File: src/rtl/pmt_pkg.sv
package pmt_pkg;

  // ------------------------------------------------------------
  // register indices (byte address is four times the index)
  // ------------------------------------------------------------
  localparam logic [7:0] IDX_TIMER_CONTROL = 8'h80;
  localparam logic [7:0] IDX_PIN_IO_CONTROL = 8'h81;
  localparam logic [7:0] IDX_TIMER_MODE = 8'h82;
  localparam logic [7:0] IDX_COUNTER = 8'h84;
  localparam int ADDR_W = 12;

  // ------------------------------------------------------------
  // timer_control fields
  // ------------------------------------------------------------
  localparam int CTL_START = 0;
  localparam int CTL_STATUS = 1;
  localparam int CTL_FSTOP = 2;
  localparam int CTL_EDGF = 4;
  localparam int CTL_UNDF = 5;

  // ------------------------------------------------------------
  // pin_io_control fields
  // ------------------------------------------------------------
  localparam int IOC_POL = 0;
  localparam int IOC_OUTCTL = 1;
  localparam int IOC_RSVD = 2;
  localparam int IOC_UNUSED = 3;
  localparam int IOC_FILT_LO = 4;
  localparam int IOC_GATE_LO = 6;
  localparam logic [7:0] IOC_RESET = 8'h00;
  localparam logic [7:0] IOC_WMASK = 8'hf7;

  // ------------------------------------------------------------
  // timer_mode_reg fields and codes, pin_io_control filter codes
  // ------------------------------------------------------------
  localparam int MODE_SEL = 0;
  localparam int MODE_SRC_LO = 4;
  localparam logic [7:0] MODE_RESET = 8'h00;
  localparam logic [1:0] SRC_F1 = 2'h0;
  localparam logic [1:0] SRC_F2 = 2'h1;
  localparam logic [1:0] SRC_F8 = 2'h2;
  localparam logic [1:0] SRC_OSC = 2'h3;
  localparam logic [1:0] FILT_OFF = 2'h0;
  localparam logic [1:0] FILT_F1 = 2'h1;
  localparam logic [1:0] FILT_F8 = 2'h2;
  localparam logic [1:0] FILT_F32 = 2'h3;

  // ------------------------------------------------------------
  // prescaler terminal counts
  // ------------------------------------------------------------
  localparam logic [4:0] DIV2_END = 5'h01;
  localparam logic [4:0] DIV8_END = 5'h07;
  localparam logic [4:0] DIV32_END = 5'h1f;
  localparam logic [4:0] MASK2 = 5'h01;
  localparam logic [4:0] MASK8 = 5'h07;
  localparam int FILTER_SAMPLES = 3;

  // period capture sequence
  typedef enum logic [2:0] {
    CAP_IDLE = 3'b001,
    CAP_TAKE = 3'b010,
    CAP_LOAD = 3'b100
  } cap_state_t;

endpackage

File: src/rtl/pulse_measure_timer.sv
// Design decision made here: the APB register port.
`timescale 1ns/1ns
// Operation
// - width mode: polarity 0 measures low width, 1 measures high width
// - filter field: off, or filtering sampled at f1, f8 or f32
// - filtered input changes only after three equal consecutive samples
// - period mode: edge captures read-out buffer, next tick reloads counter
// - period mode: polarity 0 rising to rising, 1 falling to falling
// - start 1 begins counting; start 0 or forced stop ends it
// - period mode event pulse on underflow, reload and ending edge
// - counter write when stopped loads reload register and counter
// - period mode counter read gives buffer, held until read
// - reload on third count tick after edge, flag two edges later
// - flags set at second clock edge after underflow, both if coincident
// - writing 0 clears edge and underflow flags, 1 leaves them
// - timer is stopped after reset; load counter before starting
// - status rises within one count tick of start; counting follows
// - status falls within one count tick of stop; counting halts
// - width mode counts only at selected level; event at underflow, edge
module pulse_measure_timer #(
  parameter int COUNT_W = 16,
  parameter int OSC_DIV = 4
) (
  input wire logic pclk,
  input wire logic presetn,
  input wire logic ce,
  input wire logic psel,
  input wire logic penable,
  input wire logic pwrite,
  input wire logic [pmt_pkg::ADDR_W-1:0] paddr,
  input wire logic [31:0] pwdata,
  output logic [31:0] prdata,
  output logic pready,
  output logic pslverr,
  input wire logic pulse_pin,
  output logic timer_event,
  output logic count_status_bit
);

  // ------------------------------------------------------------
  // declarations
  // ------------------------------------------------------------
  localparam int OW = $clog2(OSC_DIV + 1);
  localparam logic [OW-1:0] OSC_END = OW'(OSC_DIV - 1);

  logic [7:0] pin_io_control;
  logic [7:0] timer_mode_reg;
  logic count_start_bit;
  logic edge_received_flag;
  logic underflow_flag;
  logic [COUNT_W-1:0] counter;
  logic [COUNT_W-1:0] reload;
  logic [COUNT_W-1:0] readout_buf;
  logic buf_free;
  logic [4:0] div_cnt;
  logic [OW-1:0] osc_cnt;
  logic cs_tick;
  logic filt_tick;
  logic pin_synced;
  logic pin_level;
  logic pin_level_d;
  logic rise;
  logic fall;
  logic active_edge;
  logic edge_arm;
  logic [1:0] edge_pipe;
  logic [1:0] unf_pipe;
  logic ev_edge;
  logic ev_unf;
  logic counting;
  logic at_level;
  logic period_mode;
  logic polarity_select;
  logic [1:0] filter_sel;
  logic [1:0] src_sel;
  logic setup;
  logic access;
  logic wr;
  logic rd;
  logic [9:0] word;
  logic hit_ctl;
  logic hit_ioc;
  logic hit_mode;
  logic hit_cnt;
  logic mapped;
  logic [31:0] next_prdata;
  pmt_pkg::cap_state_t cap_state;

  generate
    if (COUNT_W < 2 || COUNT_W > 32 || OSC_DIV < 1) begin : g_bad
      $error("pulse_measure_timer parameters out of range");
    end
  endgenerate

  // ------------------------------------------------------------
  // apb decode
  // ------------------------------------------------------------
  assign word = paddr[pmt_pkg::ADDR_W-1:2];
  assign setup = psel && !penable;
  assign access = psel && penable;
  assign wr = access && pwrite && ce;
  assign rd = access && !pwrite && ce;
  assign hit_ctl = word == {2'b00, pmt_pkg::IDX_TIMER_CONTROL};
  assign hit_ioc = word == {2'b00, pmt_pkg::IDX_PIN_IO_CONTROL};
  assign hit_mode = word == {2'b00, pmt_pkg::IDX_TIMER_MODE};
  assign hit_cnt = word == {2'b00, pmt_pkg::IDX_COUNTER};
  assign mapped = hit_ctl || hit_ioc || hit_mode || hit_cnt;
  assign pready = 1'b1;
  assign pslverr = access && !mapped;

  // field aliases
  assign polarity_select = pin_io_control[pmt_pkg::IOC_POL];
  assign filter_sel = pin_io_control[pmt_pkg::IOC_FILT_LO +: 2];
  assign period_mode = timer_mode_reg[pmt_pkg::MODE_SEL];
  assign src_sel = timer_mode_reg[pmt_pkg::MODE_SRC_LO +: 2];

  // ------------------------------------------------------------
  // prescaler for count source and filter sampling
  // ------------------------------------------------------------
  always_ff @(posedge pclk or negedge presetn) begin
    if (!presetn) begin
      div_cnt <= '0;
      osc_cnt <= '0;
    end else if (ce) begin
      div_cnt <= div_cnt + 1'b1;
      if (osc_cnt == OSC_END) begin
        osc_cnt <= '0;
      end else begin
        osc_cnt <= osc_cnt + 1'b1;
      end
    end
  end

  // count source tick select
  always_comb begin
    case (src_sel)
      pmt_pkg::SRC_F1: cs_tick = 1'b1;
      pmt_pkg::SRC_F2: cs_tick =
        (div_cnt & pmt_pkg::MASK2) == pmt_pkg::DIV2_END;
      pmt_pkg::SRC_F8: cs_tick =
        (div_cnt & pmt_pkg::MASK8) == pmt_pkg::DIV8_END;
      pmt_pkg::SRC_OSC: cs_tick = osc_cnt == OSC_END;
      default: cs_tick = 1'b0;
    endcase
  end

  // filter sampling strobe
  always_comb begin
    case (filter_sel)
      pmt_pkg::FILT_F1: filt_tick = 1'b1;
      pmt_pkg::FILT_F8: filt_tick =
        (div_cnt & pmt_pkg::MASK8) == pmt_pkg::DIV8_END;
      pmt_pkg::FILT_F32: filt_tick = div_cnt == pmt_pkg::DIV32_END;
      default: filt_tick = 1'b1;
    endcase
  end

  // ------------------------------------------------------------
  // pulse pin conditioning
  // ------------------------------------------------------------
  pin_sync u_sync (
    .pclk(pclk),
    .presetn(presetn),
    .ce(ce),
    .din(pulse_pin),
    .dout(pin_synced)
  );

  pin_filter #(
    .SAMPLES(pmt_pkg::FILTER_SAMPLES)
  ) u_filter (
    .pclk(pclk),
    .presetn(presetn),
    .ce(ce),
    .sample_en(filt_tick),
    .bypass(filter_sel == pmt_pkg::FILT_OFF),
    .din(pin_synced),
    .dout(pin_level)
  );

  // edge detect on the filtered level
  always_ff @(posedge pclk or negedge presetn) begin
    if (!presetn) begin
      pin_level_d <= 1'b0;
    end else if (ce) begin
      pin_level_d <= pin_level;
    end
  end

  assign rise = pin_level && !pin_level_d;
  assign fall = !pin_level && pin_level_d;
  assign active_edge = polarity_select ? fall : rise;
  assign at_level = pin_level == polarity_select;
  assign counting = count_status_bit && cs_tick;

  // ------------------------------------------------------------
  // control registers
  // ------------------------------------------------------------
  always_ff @(posedge pclk or negedge presetn) begin
    if (!presetn) begin
      pin_io_control <= pmt_pkg::IOC_RESET;
      timer_mode_reg <= pmt_pkg::MODE_RESET;
    end else if (wr) begin
      if (hit_ioc) begin
        pin_io_control <= pwdata[7:0] & pmt_pkg::IOC_WMASK;
      end
      if (hit_mode) begin
        timer_mode_reg <= pwdata[7:0];
      end
    end
  end

  // start request, stopped after reset
  always_ff @(posedge pclk or negedge presetn) begin
    if (!presetn) begin
      count_start_bit <= 1'b0;
    end else if (wr && hit_ctl) begin
      if (pwdata[pmt_pkg::CTL_FSTOP]) begin
        count_start_bit <= 1'b0;
      end else begin
        count_start_bit <= pwdata[pmt_pkg::CTL_START];
      end
    end
  end

  // status follows start at the next count tick
  always_ff @(posedge pclk or negedge presetn) begin
    if (!presetn) begin
      count_status_bit <= 1'b0;
    end else if (ce) begin
      if (wr && hit_ctl && pwdata[pmt_pkg::CTL_FSTOP]) begin
        count_status_bit <= 1'b0;
      end else if (cs_tick) begin
        count_status_bit <= count_start_bit;
      end
    end
  end

  // ------------------------------------------------------------
  // period capture sequence
  // ------------------------------------------------------------
  always_ff @(posedge pclk or negedge presetn) begin
    if (!presetn) begin
      edge_arm <= 1'b0;
    end else if (ce) begin
      if (!count_status_bit || !period_mode) begin
        edge_arm <= 1'b0;
      end else if (active_edge) begin
        edge_arm <= 1'b1;
      end else if (counting && cap_state == pmt_pkg::CAP_IDLE) begin
        edge_arm <= 1'b0;
      end
    end
  end

  always_ff @(posedge pclk or negedge presetn) begin
    if (!presetn) begin
      cap_state <= pmt_pkg::CAP_IDLE;
    end else if (ce) begin
      if (!count_status_bit || !period_mode) begin
        cap_state <= pmt_pkg::CAP_IDLE;
      end else if (counting) begin
        case (cap_state)
          pmt_pkg::CAP_IDLE: begin
            if (edge_arm) begin
              cap_state <= pmt_pkg::CAP_TAKE;
            end
          end
          pmt_pkg::CAP_TAKE: cap_state <= pmt_pkg::CAP_LOAD;
          pmt_pkg::CAP_LOAD: cap_state <= pmt_pkg::CAP_IDLE;
          default: cap_state <= pmt_pkg::CAP_IDLE;
        endcase
      end
    end
  end

  // ------------------------------------------------------------
  // counter and reload register
  // ------------------------------------------------------------
  always_ff @(posedge pclk or negedge presetn) begin
    if (!presetn) begin
      counter <= '0;
      reload <= '0;
    end else if (ce) begin
      if (wr && hit_cnt) begin
        counter <= pwdata[COUNT_W-1:0];
        reload <= pwdata[COUNT_W-1:0];
      end else if (counting) begin
        if (period_mode && cap_state == pmt_pkg::CAP_LOAD) begin
          counter <= reload;
        end else if (period_mode || at_level) begin
          if (counter == '0) begin
            counter <= reload;
          end else begin
            counter <= counter - 1'b1;
          end
        end
      end
    end
  end

  // read-out buffer, kept until software reads it
  always_ff @(posedge pclk or negedge presetn) begin
    if (!presetn) begin
      readout_buf <= '0;
      buf_free <= 1'b1;
    end else if (ce) begin
      if (counting && period_mode && cap_state == pmt_pkg::CAP_TAKE &&
          buf_free) begin
        readout_buf <= counter;
        buf_free <= 1'b0;
      end else if (rd && hit_cnt && period_mode) begin
        buf_free <= 1'b1;
      end
    end
  end

  // ------------------------------------------------------------
  // events
  // ------------------------------------------------------------
  always_comb begin
    ev_unf = 1'b0;
    ev_edge = 1'b0;
    if (counting && period_mode) begin
      ev_unf = counter == '0 || cap_state == pmt_pkg::CAP_LOAD;
      ev_edge = cap_state == pmt_pkg::CAP_LOAD;
    end else if (counting && at_level) begin
      ev_unf = counter == '0;
    end
    if (count_status_bit && !period_mode && ce) begin
      ev_edge = polarity_select ? fall : rise;
    end
  end

  // event pulse, delayed flag pipelines
  always_ff @(posedge pclk or negedge presetn) begin
    if (!presetn) begin
      timer_event <= 1'b0;
      edge_pipe <= '0;
      unf_pipe <= '0;
    end else if (ce) begin
      timer_event <= ev_unf || ev_edge;
      edge_pipe <= {edge_pipe[0], ev_edge};
      unf_pipe <= {unf_pipe[0], ev_unf};
    end
  end

  // flags: write 0 clears, hardware set wins
  always_ff @(posedge pclk or negedge presetn) begin
    if (!presetn) begin
      edge_received_flag <= 1'b0;
      underflow_flag <= 1'b0;
    end else if (ce) begin
      if (edge_pipe[1]) begin
        edge_received_flag <= 1'b1;
      end else if (wr && hit_ctl && !pwdata[pmt_pkg::CTL_EDGF]) begin
        edge_received_flag <= 1'b0;
      end
      if (unf_pipe[1]) begin
        underflow_flag <= 1'b1;
      end else if (wr && hit_ctl && !pwdata[pmt_pkg::CTL_UNDF]) begin
        underflow_flag <= 1'b0;
      end
    end
  end

  // ------------------------------------------------------------
  // read data, latched in the setup cycle
  // ------------------------------------------------------------
  always_comb begin
    next_prdata = '0;
    if (hit_ctl) begin
      next_prdata[pmt_pkg::CTL_START] = count_start_bit;
      next_prdata[pmt_pkg::CTL_STATUS] = count_status_bit;
      next_prdata[pmt_pkg::CTL_EDGF] = edge_received_flag;
      next_prdata[pmt_pkg::CTL_UNDF] = underflow_flag;
    end else if (hit_ioc) begin
      next_prdata[7:0] = pin_io_control;
    end else if (hit_mode) begin
      next_prdata[7:0] = timer_mode_reg;
    end else if (hit_cnt) begin
      next_prdata[COUNT_W-1:0] = period_mode ? readout_buf : counter;
    end
  end

  always_ff @(posedge pclk or negedge presetn) begin
    if (!presetn) begin
      prdata <= '0;
    end else if (ce && setup && !pwrite) begin
      prdata <= next_prdata;
    end
  end

endmodule

File: src/rtl/pin_sync.sv
`timescale 1ns/1ns
module pin_sync (
  input wire logic pclk,
  input wire logic presetn,
  input wire logic ce,
  input wire logic din,
  output logic dout
);

  logic stage1;

  // ------------------------------------------------------------
  // two flip-flop synchroniser
  // ------------------------------------------------------------
  always_ff @(posedge pclk or negedge presetn) begin
    if (!presetn) begin
      stage1 <= 1'b0;
      dout <= 1'b0;
    end else if (ce) begin
      stage1 <= din;
      dout <= stage1;
    end
  end

endmodule

File: src/rtl/pin_filter.sv
`timescale 1ns/1ns
module pin_filter #(
  parameter int SAMPLES = pmt_pkg::FILTER_SAMPLES
) (
  input wire logic pclk,
  input wire logic presetn,
  input wire logic ce,
  input wire logic sample_en,
  input wire logic bypass,
  input wire logic din,
  output logic dout
);

  localparam int CW = $clog2(SAMPLES + 1);
  localparam logic [CW-1:0] LAST = CW'(SAMPLES - 1);

  logic [CW-1:0] same_cnt;
  logic last_sample;

  generate
    if (SAMPLES < 2) begin : g_bad
      $error("pin_filter needs at least two samples");
    end
  endgenerate

  // ------------------------------------------------------------
  // run length of equal samples, level taken when it is reached
  // ------------------------------------------------------------
  always_ff @(posedge pclk or negedge presetn) begin
    if (!presetn) begin
      same_cnt <= '0;
      last_sample <= 1'b0;
      dout <= 1'b0;
    end else if (ce) begin
      if (bypass) begin
        dout <= din;
        last_sample <= din;
        same_cnt <= '0;
      end else if (sample_en) begin
        last_sample <= din;
        if (din != last_sample) begin
          same_cnt <= '0;
        end else if (same_cnt < LAST) begin
          same_cnt <= same_cnt + 1'b1;
        end
        if (din == last_sample && same_cnt >= LAST - 1'b1) begin
          dout <= din;
        end
      end
    end
  end

endmodule

File: config.mk
export PLATFORM = sky130hd
export DESIGN_NAME = pulse_measure_timer
export DESIGN_NICKNAME = d
export VERILOG_FILES = /design/src/rtl/pmt_pkg.sv /design/src/rtl/pulse_measure_timer.sv /design/src/rtl/pin_sync.sv /design/src/rtl/pin_filter.sv
export SDC_FILE = /design/constraint.sdc
export NUM_CORES = 1
export LEC_CHECK = 0
export BUFFER_PORTS_ARGS = -buffer_cell sky130_fd_sc_hd__buf_2
export CORE_ASPECT_RATIO = 1.4
export CORE_MARGIN = 3
export CORE_UTILIZATION = 45
export CTS_CLUSTER_SIZE = 10
export DETAILED_ROUTE_END_ITERATION = 6
export PLACE_DENSITY = 0.66
export RECOVER_POWER = 25
export SETUP_SLACK_MARGIN = 0.15
export SYNTH_ARGS = -nofsm -noshare
export SYNTH_HDL_FRONTEND = slang
export SYNTH_HIERARCHICAL = 1
export SYNTH_SLANG_ARGS = --single-unit
File: constraint.sdc
create_clock -name pclk -period 2.67 [get_ports pclk]
set_input_delay 0.534 -clock pclk [delete_from_list [all_inputs] [get_ports pclk]]
set_output_delay 0.534 -clock pclk [all_outputs]
set_load 0.01 [all_outputs]
Yosys cells after proc, flatten, opt, wreduce, memory -nomap -nowiden
Index checks and enable logic that the tools add are counted.
{"block": "totals", "wordCells": 169, "ff_bits": 108, "input_bits": 51, "output_inout_bits": 36}
{"block": "op_classes", "n_eq_ne": 19, "mux": 48, "order_cmp": 2, "reduce_logical": 72, "addsub": 4}
{"op": "$mux 16", "count": 7}
{"op": "$eq 10x8->1 const B", "count": 4}
{"op": "$mux 8", "count": 4}
{"op": "$logic_and 1x1->1", "count": 28}
{"op": "$mux 1", "count": 22}
{"op": "$reduce_and 2->1", "count": 10}
{"op": "$logic_not 16->1", "count": 1}
{"op": "$reduce_bool 2->1", "count": 8}
{"op": "$sub 16x1->16 const B", "count": 1}
{"op": "$mux 2", "count": 7}
{"op": "$mux 3", "count": 4}
{"op": "$reduce_and 3->1", "count": 4}
{"op": "$mux 10", "count": 1}
{"op": "$logic_not 1->1", "count": 9}
{"op": "$reduce_bool 3->1", "count": 3}
{"op": "$eq 2x2->1 const B", "count": 4}
{"op": "$logic_or 1x1->1", "count": 7}
{"op": "$eq 3x2->1 const B", "count": 2}
{"op": "$eq 3x3->1 const B", "count": 2}
{"op": "$pmux 3 s2", "count": 1}
{"op": "$add 5x1->5 const B", "count": 1}
{"op": "$eq 5x5->1 const B", "count": 1}
{"op": "$logic_not 2->1", "count": 2}
{"op": "$pmux 1 s4", "count": 1}
{"op": "other kinds (10)", "count": 11}

Logic depth before layout (Yosys ltp)
Gate-level depths: netlist (run 1).
{"block": "logic_depth", "depth_word": 8, "ltp_mapped": 8, "mapped_depth_nobuf": 8}

Modules after synthesis
Netlist (run 1), hierarchy kept.
{"module": "pulse_measure_timer", "cells_per_inst": 527, "instances": 1, "seq_area_each_um2": 2555.0, "area_each_um2": 5315.1}
{"module": "pin_filter", "cells_per_inst": 24, "instances": 1, "seq_area_each_um2": 100.1, "area_each_um2": 232.7}
{"module": "pin_sync", "cells_per_inst": 4, "instances": 1, "seq_area_each_um2": 50.0, "area_each_um2": 72.6}

Worst setup path after synthesis (run 1)
Ideal clock, no wire load.
{"block": "synth_path", "path_kind": "input port to output port", "start": "in paddr[8] (netlist bit)", "end": "out pslverr", "required_ns": 2.136, "setup_slack_ns": 0.297, "n_path_buf": 1, "stages": 5, "arrival_time_ns": 1.839, "path_cell_list": "or4b_4 -> nor3_2 -> and2_1 -> clkbuf_1 -> nor4_1"}
{"block": "synth_via", "elab_chain_len": 6}
{"element": "from (decl)", "line": "pulse_measure_timer.sv:30", "text": "input wire logic [pmt_pkg::ADDR_W-1:0] paddr,"}
{"element": "$eq 10x8->1 (on tied branches)", "line": "pulse_measure_timer.sv:103, pulse_measure_timer.sv:104"}
{"element": "$logic_or 1x1->1 (2 in series)", "line": "pulse_measure_timer.sv:107", "text": "assign mapped = hit_ctl || hit_ioc || hit_mode || hit_cnt;"}
{"element": "$logic_or 1x1->1 *", "line": "pulse_measure_timer.sv:107"}
{"element": "$logic_not 1->1 *", "line": "pulse_measure_timer.sv:109", "text": "assign pslverr = access && !mapped;"}
{"element": "$logic_and 1x1->1 *", "line": "pulse_measure_timer.sv:109"}
{"element": "to (decl)", "line": "pulse_measure_timer.sv:34", "text": "output logic pslverr,"}
Every way passes the cells marked *; elsewhere a longest branch is shown, timed or not.

Worst setup path in the final report (run 1)
Same ends and word-level chain as after synthesis.

==> results of run 1 <==
[Yosys cell counts (4+ instances only)]
| master | count | area [um^2] |
|---|---|---|
| a21oi_1 | 17 | 85.08 |
| mux2_4 | 7 | 105.1 |
| inv_1 | 15 | 56.30 |
| nand2_1 | 86 | 322.8 |
| mux2_2 | 38 | 427.9 |
| nor4b_1 | 4 | 35.03 |
| and3_1 | 4 | 25.02 |
| ha_1 | 7 | 87.58 |
| nand4_1 | 10 | 62.56 |
| o21a_1 | 5 | 37.54 |
| a222oi_1 | 4 | 40.04 |
| nor2b_1 | 5 | 31.28 |
| nor2_1 | 19 | 71.32 |
| o31ai_1 | 11 | 82.58 |
| mux2i_1 | 12 | 120.1 |
| o21ai_0 | 40 | 200.2 |
| nor3_1 | 12 | 60.06 |
| clkbuf_1 | 18 | 67.56 |
| buf_2 | 10 | 50.05 |
| o211ai_1 | 12 | 90.09 |
| or3_1 | 6 | 37.54 |
| a31oi_1 | 5 | 31.28 |
| nand3_1 | 11 | 55.05 |
| a211oi_1 | 6 | 45.04 |
| buf_4 | 18 | 135.1 |
| a221oi_1 | 4 | 35.03 |
| dfrtp_1 | 106 | 2653 |
| nor4_1 | 6 | 37.54 |
[worst paths after layout]
| path | endpoint | slack [ns] | startpoint | cells past startpoint |
|---|---|---|---|---|
| max | pslverr | 0.25 | paddr[8] | 6 |
| min | div_cnt[3] | 0.39 | presetn | 1 |
| max reg2reg | counter[3] | 0.37 | counter[8] | 5 |
| min reg2reg | reload[1] | 0.47 | reload[1] | 2 |
| max in group asynchronous | reload[13] | 0.71 | presetn | 2 |
| min in group pclk | reload[14] | 0.40 | pwdata[14] | 3 |
[worst max-delay path, delay by kind of cell]
family / cells / cell delay (ns)
simple gates: 4 / 1.11
buf+inv: 2 / 0.23
[cell families (layout without fill, tap and decap cells)]
| kind of cell | Yosys count | count (layout) | share of synthesized area, % |
|---|---|---|---|
| multiplexers | 57 | 57 | 11.62 |
| AND/OR/NAND/NOR | 185 | 185 | 16.63 |
| adder cells (fa/ha/maj) | 7 | 7 | 1.558 |
| buffers and inverters | 64 | 111 | 5.833 |
| other | 2 | 17 | 0.1336 |
| AO/OA/AOI/OAI | 128 | 128 | 15.47 |
| XOR/XNOR | 4 | 4 | 0.6234 |
| flip-flops | 108 | 108 | 48.13 |
[power breakdown]
group | switching (mW) | internal [mW] | total, mW
logic | 0.180 | 0.141 | 0.322
registers | 0.0638 | 1.71 | 1.77
clock network | 0.645 | 0.743 | 1.39
[per-layer routing]
metal	share of wire [%]	global-route usage [%]	vias to the layer above	wire (um)
met3	4.7	4.032	37	645
met5	0	0	-	0
li1	-	-	2087	-
met2	51	35.36	136	6994
met4	3.6	9.581	0	494
met1	41	24.63	2191	5681
[per-stage QoR]
stage	hold WS, ns	total power [mW]	utilization, %	cells	area [um^2]
floorplan	0.2384	2.007	-	570	5677
global placement	0.4524	2.107	50.76	748	6090
detailed placement	0.4568	2.132	50.76	748	6090
CTS	0.2054	3.514	53.33	764	6397
global route	0.4084	3.634	53.24	764	6387
finish	0.3938	3.482	53.24	764	6387
[area by class of cell]
class	instances	area, um^2	share of cell area (%)
flip-flops and latches	108	2705	42.35
multi-input cells	398	2653	41.53
repair buffers	80	481.7	7.542
clock buffers	9	225.2	3.526
well taps	147	183.9	2.880
clock inverters	7	82.58	1.293
inverters	15	56.30	0.8815
==> metrics.md, run 1 <==
| Metric | Value |
|---|---|
| Max Clock Freq | `0.4140 GHz` |
| Row cnt | `between 40 and 50` |
| Leakage dissipation | `approximately 3 nW` |
| First-pass GRT wire length | `22740 um` |
| Count of cell types in the netlist | `approximately 70` |
| CP endpoint kind | `output pin` |
| Tcrit/Tclk final | `between 90% and 100%` |
| Post-synth EDFFs | `0` |
| Register area share after synthesis | `48.13%` |
| Cts repair resizes | `0` |
| Clock sink total | `about 110` |
| Vias in the first global route | `between 4k and 5k` |
| Yosys warnings | `6` |
| TritonCTS clock tree | `yes` |
| CP peak stage delay | `0.60 ns` |
| Post-route DRC | `0` |
| Clk_skew | `roughly 0.017 ns` |
| Total Routing Usage GR | `20.66%` |
| Post-DRT Antenna Nets | `0` |
| Yosys reg bits | `approximately 110` |
| CP max-delay cell | `or4b_4` |
| Die width | `roughly 100 um` |
| Worst setup margin | `0.2547 ns` |
| Pre-CTS WS | `0.09971 ns` |
| Die Area | `around 14000 um^2` |
| IO buf count | `51` |
| Core ar. | `12000 um^2` |
| Crit path arrival time | `between 1.5 and 2 ns` |
| Initial antenna violation count | `0` |
| CTS Buffer Depth | `2` |
| Crit path cell chain | `buf_2 > or4b_4 > nor3_4 > and2_1 > nor4_1 > buf_2` |
| # hold bufs at CTS | `0` |
| I/O pins | `slightly below 90` |
| Critical Path Fanout Max | `5` |
| Total Wirelength | `13820 um` |
| Final net count | `between 600 and 700` |
| Status | `complete, no violations` |
| Pin count of the biggest net entering global routing | `48` |
| Fill count | `approximately 1.1k` |
| Gr ovfl total | `0` |
| Synthesized area | `5620 um^2` |
| Clk_lat worst skew | `0.36 ns` |
| Clk slew on worst S/H paths | `approximately 0.07 ns` |
| Via count | `4451` |
| Most common cell after layout, fill and taps aside | `dfrtp_1` |
| Gate Count Post-Synth | `around 560` |
| WP data required | `approximately 2.1 ns` |
| Total CTS buffers | `9` |
| First-pass DRT Iterations | `5` |
| Avg Inst Size Synth | `around 10 um^2` |
| CTS Root Cell | `clkbuf_16` |
| Routed len/inst | `between 15 and 20 um` |
| Most frequent CP cell | `buf_2` |
| Initial DRC Count | `roughly 220` |
| Initial Util | `46.85%` |
| Max Slew Vio Count | `0` |
| Die height | `138.2 um` |
| Max_slew headroom | `a little under a quarter` |
| Final HPWL DP | `around 10000 um` |
| GP Congestion | `0.8808` |
| Async set or reset register ratio after synthesis | `100.0%` |
| Final hold violations | `0` |
| Max Cap Viol | `0` |
| Unrepaired setup endpoints after global routing | `no` |
| # setup viols final | `0` |
| Post-route minimum period | `between 2 and 2.5 ns` |
| HP Class | `in -> async` |
| # diodes | `0` |
| Synth Flop Type | `dfrtp_1` |
| Fraction of layout cells with a size suffix above 1 | `25.12%` |
| Leading cell types in the layout, fill and taps excluded | `106 x dfrtp_1, 86 x nand2_1, 49 x buf_2` |
| Worst-margin pin slew | `between 1 and 1.5 ns` |
| H-tree Lvls | `3` |
| Worst vdd ir | `approximately 0.36 mV` |
| Post-DR vias/cell | `around 6` |
| Synth-to-Final Area Change | `13.65%` |
| Post-CTS Repair Setup Buffers | `0` |
| Sum Neg Setup Slack | `0 ns` |
| Startpoint types | `input pin` |
| Setup CP Type | `in -> out` |
| Power per Cell Area | `~550 nW/um^2` |
No activity file was read; power rests on OpenSTA's default activity.
==> run 2: changes to the inputs <==
Settings changed: PLACE_DENSITY 0.66 to 0.63.
==> metrics.md, run 2 (same netlist as run 1, synthesis figures left out) <==
| Metric | Value |
|---|---|
| Status | `complete, but fails checks` |
| Failing checks | `capacitance limit, slew limit` |
| TritonCTS clock tree | `yes` |
| GP Congestion | `approximately 0.89` |
| IO buf count | `a little over 50` |
| Leakage dissipation | `between 3 and 4 nW` |
| Max Cap Viol | `1` |
| Max Slew Vio Count | `31` |
| Die Area | `~14000 um^2` |
| Met3 Track Usage GR | `approximately 3.2%` |
| Power per Cell Area | `531.7 nW/um^2` |
| Post-route DRC | `0` |
| Total Routing Usage GR | `roughly a fifth` |
| HP Class | `in -> reg` |
| Final HPWL DP | `between 10000 and 15000 um` |
| Worst vdd ir | `between 0.3 and 0.4 mV` |
| Core ar. | `~12000 um^2` |
| Die width | `100.5 um` |
| # setup viols final | `0` |
| Critical Path Fanout Max | `8` |
| Post-DRT Antenna Nets | `0` |
| Crit path arrival time | `1.92 ns` |
| Most frequent CP cell | `buf_2` |
| First-pass GRT wire length | `22510 um` |
| Crit path cell chain | `buf_2 > or4b_4 > nor4_4 > buf_4 > nor4_1 > buf_2` |
| NetSw | `a little under 900 uW` |
| Clock power share | `38.2%` |
| I/O pins | `slightly below 90` |
| CTS Root Cell | `clkbuf_16` |
| Vias in the first global route | `~4.4k` |
| Initial antenna violation count | `0` |
| Worst-margin pin slew | `between 1.5 and 2 ns` |
| Multi-input logic area | `2659 um^2` |
| Post-layout util | `53.16%` |
| CP max-delay cell | `or4b_4` |
| CP endpoint kind | `output pin` |
| Met1 Track Usage GR | `about 25%` |
| Register share of total power | `between 50 and 60%` |
| Total Wirelength | `13740 um` |
| Leading cell types in the layout, fill and taps excluded | `106 x dfrtp_1, 86 x nand2_1, 50 x buf_2` |
| # hold bufs at CTS | `0` |
| Routed len/inst | `17.95 um` |
| DP Cell Count | `around 750` |
| CP peak stage delay | `~0.6 ns` |
| Post-route minimum period | `~2.4 ns` |
| Unrepaired setup endpoints after global routing | `yes` |
| Gr ovfl total | `0` |
| CTS Buffer Depth | `2` |
| Synth-to-Final Area Change | `13.47%` |
| Sw Ratio | `about a quarter` |
| Pre-CTS WS | `between 0.15 and 0.2 ns` |
| Final net count | `roughly 670` |
| Sum Neg Setup Slack | `0 ns` |
| Clk_lat worst skew | `roughly 0.35 ns` |
| Die height | `roughly 140 um` |
| Row cnt | `47` |
| First-pass DRT Iterations | `7` |
| Initial Util | `between 40% and 50%` |
| H-tree Lvls | `3` |
| Pin count of the biggest net entering global routing | `between 50 and 60` |
| Post-DR vias/cell | `roughly 5.7` |
| Max Clock Freq | `0.4083 GHz` |
| Fraction of layout cells with a size suffix above 1 | `25.40%` |
| Startpoint types | `input pin` |
| Grt met2 use | `approximately a third` |
| Comb pwr share | `under 10%` |
| Post-route insts no fill | `~770` |
| WP data required | `between 2 and 2.5 ns` |
| Clock sink total | `between 100 and 150` |
| Worst setup margin | `roughly 0.22 ns` |
| Initial DRC Count | `about 200` |
| Internal Power | `2.499 mW` |
| # diodes | `0` |
| Clk_skew | `~0.011 ns` |
| Tcrit/Tclk final | `~92%` |
| Clk slew on worst S/H paths | `around 0.07 ns` |
| Setup CP Type | `in -> out` |
| Storage cell area | `roughly 2700 um^2` |
| Total CTS buffers | `9` |
| Via count | `4394` |
| Max_slew headroom | `-24.38%` |
| Final hold violations | `0` |
| Hold Slack | `around 0.4 ns` |
| Most common cell after layout, fill and taps aside | `dfrtp_1` |
| GRT Max-Usage Layer | `met2` |
| Fill count | `about 1.1k` |
## run 2: changes by cell type in the layout (fill, tap and decap cells not counted), sizes merged
| cell | before | now |
|---|---|---|
| buf | 77 | 80 |
| clkbuf | 12 | 10 |
| bufinv | 1 | 0 |
| inv | 17 | 19 |
| clkinv | 3 | 2 |
## run 2: metal layers
layer	vias to the layer above	routed length, um	share of wire [%]
li1	2092	-	-
met1	2150	5584	41
met2	128	7139	52
met3	24	581	4.2
met4	0	429	3.1
met5	-	0	0
## run 2: final timing paths
kind	slack (ns)	end	cells after the start	start
hold / removal	0.40	reload[15]	3	pwdata[15]
hold reg to reg	0.47	div_cnt[3]	1	div_cnt[3]
setup / recovery	0.22	pslverr	6	paddr[8]
min in group asynchronous	0.69	reload[2]	1	presetn
setup reg to reg	0.39	counter[3]	7	counter[0]
max in group asynchronous	0.79	reload[4]	2	presetn
## run 2: what timing repair did
| action | 4_1_cts | 5_1_grt |
|---|---|---|
| endpoints found under the setup margin | 0 | 7 |
| buffers inserted | 0 | 0 |
| gates resized for setup | 0 | 3 |
## run 2: final cells by class
type | instances | share of cell area (%)
clock inverter | 7 | 0.8829
timing repair buffer | 81 | 7.710
inverter | 15 | 0.8829
clock buffer | 9 | 3.531
sequential | 108 | 42.42
multi-input combinational | 398 | 41.69
tap | 147 | 2.884
## run 2: per-stage QoR
stage,area (um^2),total power [mW]
after floorplan,5677,2.007
after global placement,6085,2.109
final,6377,3.391
after global routing,6377,3.543
after detailed placement,6085,2.131
after CTS,6366,3.428
## run 2: critical path: cells and delay by family
| family | cells | cell delay [ns] |
|---|---|---|
| AND/OR/NAND/NOR | 3 | 0.92 |
| buffers and inverters | 3 | 0.45 |
## run 2: power groups by stage
stage | registers [mW] | logic (mW) | clock network, mW
floorplan | 1.79 | 0.221 | 0
global placement | 1.80 | 0.309 | 0
detailed placement | 1.81 | 0.325 | 0
CTS | 1.77 | 0.326 | 1.33
global route | 1.79 | 0.368 | 1.39
finish | 1.77 | 0.322 | 1.29
==> run 3: changes to the inputs <==
Settings changed: CELL_PAD_IN_SITES_DETAIL_PLACEMENT set to 2, CELL_PAD_IN_SITES_GLOBAL_PLACEMENT set to 2, CORE_UTILIZATION 45 to 36, PLACE_DENSITY 0.63 to 0.77.
==> metrics.md, run 3 (same netlist as run 1, synthesis figures left out) <==
| Metric | Value |
|---|---|
| WP data required | `roughly 2.1 ns` |
| Total Wirelength | `approximately 17000 um` |
| Clk_lat worst skew | `0.35 ns` |
| Crit path arrival time | `slightly below 2 ns` |
| CP peak stage delay | `~0.61 ns` |
| Die height | `153.8 um` |
| Crit path cell chain | `buf_2 > or4b_4 > nor3_4 > and2_1 > nor4_1 > buf_2` |
| Worst-margin pin slew | `~1.3 ns` |
| Final hold violations | `0` |
| Fraction of layout cells with a size suffix above 1 | `26.08%` |
| Initial antenna violation count | `0` |
| Core ar. | `~15000 um^2` |
| Power per Cell Area | `525.7 nW/um^2` |
| CTS Root Cell | `clkbuf_16` |
| Critical Path Fanout Max | `5` |
| Clk slew on worst S/H paths | `0.08 ns` |
| Initial DRC Count | `196` |
| Max_slew headroom | `about 14%` |
| Final HPWL DP | `12870 um` |
| Initial Util | `a little under two fifths` |
| Pin count of the biggest net entering global routing | `50` |
| Post-DR vias/cell | `~5.6` |
| First-pass DRT Iterations | `4` |
| # diodes | `0` |
| Post-route DRC | `0` |
| Worst setup margin | `about 0.21 ns` |
| CP endpoint kind | `output pin` |
| Post-layout util | `42.67%` |
| Max Cap Viol | `0` |
| Startpoint types | `input pin` |
| Max Clock Freq | `between 0.4 and 0.5 GHz` |
| Post-route minimum period | `2.460 ns` |
| Vias in the first global route | `5225` |
| Tcrit/Tclk final | `between 90 and 100%` |
| Final net count | `roughly 680` |
| HP Class | `in -> async` |
| Post-DRT Antenna Nets | `0` |
| CTS Buffer Depth | `2` |
| Worst vdd ir | `approximately 0.4 mV` |
| Gr ovfl total | `0` |
| Status | `complete, no violations` |
| Routed len/inst | `approximately 21 um` |
| Max Slew Vio Count | `0` |
| Most common cell after layout, fill and taps aside | `dfrtp_1` |
| Row cnt | `53` |
| TritonCTS clock tree | `yes` |
| H-tree Lvls | `3` |
| Sum Neg Setup Slack | `0 ns` |
| Power, Total | `roughly 3.4 mW` |
| Leakage dissipation | `about 3.1 nW` |
| Pre-CTS WS | `~0.12 ns` |
| I/O pins | `87` |
| Total Routing Usage GR | `about a fifth` |
| Total CTS buffers | `9` |
| GP Congestion | `0.8389` |
| IO buf count | `between 50 and 60` |
| Most frequent CP cell | `buf_2` |
| Setup CP Type | `in -> out` |
| Via count | `4584` |
| Die Area | `between 15000 and 20000 um^2` |
| Die width | `between 100 and 150 um` |
| First-pass GRT wire length | `around 29000 um` |
| Synth-to-Final Area Change | `15.29%` |
| Leading cell types in the layout, fill and taps excluded | `106 x dfrtp_1, 86 x nand2_1, 49 x buf_2` |
| Unrepaired setup endpoints after global routing | `no` |
| Clock sink total | `108` |
| Clk_skew | `between 0.007 and 0.008 ns` |
| # setup viols final | `0` |
| CP max-delay cell | `or4b_4` |
-- run 3: area by class of cell --
cell class              instances  area (um^2)
well taps                     192        240.2
multi-input cells             398         2659
flip-flops and latches        108         2705
repair buffers                 88        541.8
fillers                      1615         8706
inverters                      15        56.30
clock buffers                  10        229.0
clock inverters                 6        48.80
-- run 3: what timing repair did --
item	CTS	global route
hold buffers	0	0
endpoints found under the setup margin	4	3
pin swaps	0	1
buffers inserted	0	2
resized for setup	2	1
-- run 3: power breakdown --
group	internal, mW	total, mW	switching (mW)
combinational	0.144	0.345	0.200
clock	0.645	1.29	0.642
sequential	1.71	1.78	0.0661
total	2.50	3.41	0.909
-- run 3: metrics by stage --
stage | hold slack, ns | cells | instance area, um^2
CTS | 0.1915 | 815 | 6477
global placement | 0.4535 | 799 | 6191
detailed placement | 0.4706 | 799 | 6191
global route | 0.4046 | 817 | 6480
floorplan | 0.2384 | 570 | 5677
finish | 0.3800 | 817 | 6480
-- run 3: worst paths after layout --
check                           start            end  slack, ns  depth (start not counted)
max                          paddr[8]        pslverr       0.21                          6
max in group asynchronous     presetn      prdata[9]       0.45                          2
max reg2reg                counter[1]     counter[7]       0.40                          7
min                           presetn  u_sync/stage1       0.38                          1
min reg2reg                prdata[14]     prdata[14]       0.48                          2
min in group pclk          pwdata[13]     reload[13]       0.40                          3
-- run 3: layer usage --
layer | part of all wire, % | vias to the layer above | wire length (um) | global-route usage (%)
met4 | 1.4 | 0 | 240 | 5.623
met1 | 40 | 2418 | 6859 | 24.13
met3 | 2.1 | 13 | 370 | 3.425
met5 | 0 | - | 0 | 0
li1 | - | 2097 | - | -
met2 | 57 | 56 | 9874 | 39.75
-- run 3: worst max-delay path, delay by kind of cell --
kind | cells | cell delay, ns
and+or+nand+nor | 4 | 1.15
buffers and inverters | 2 | 0.24
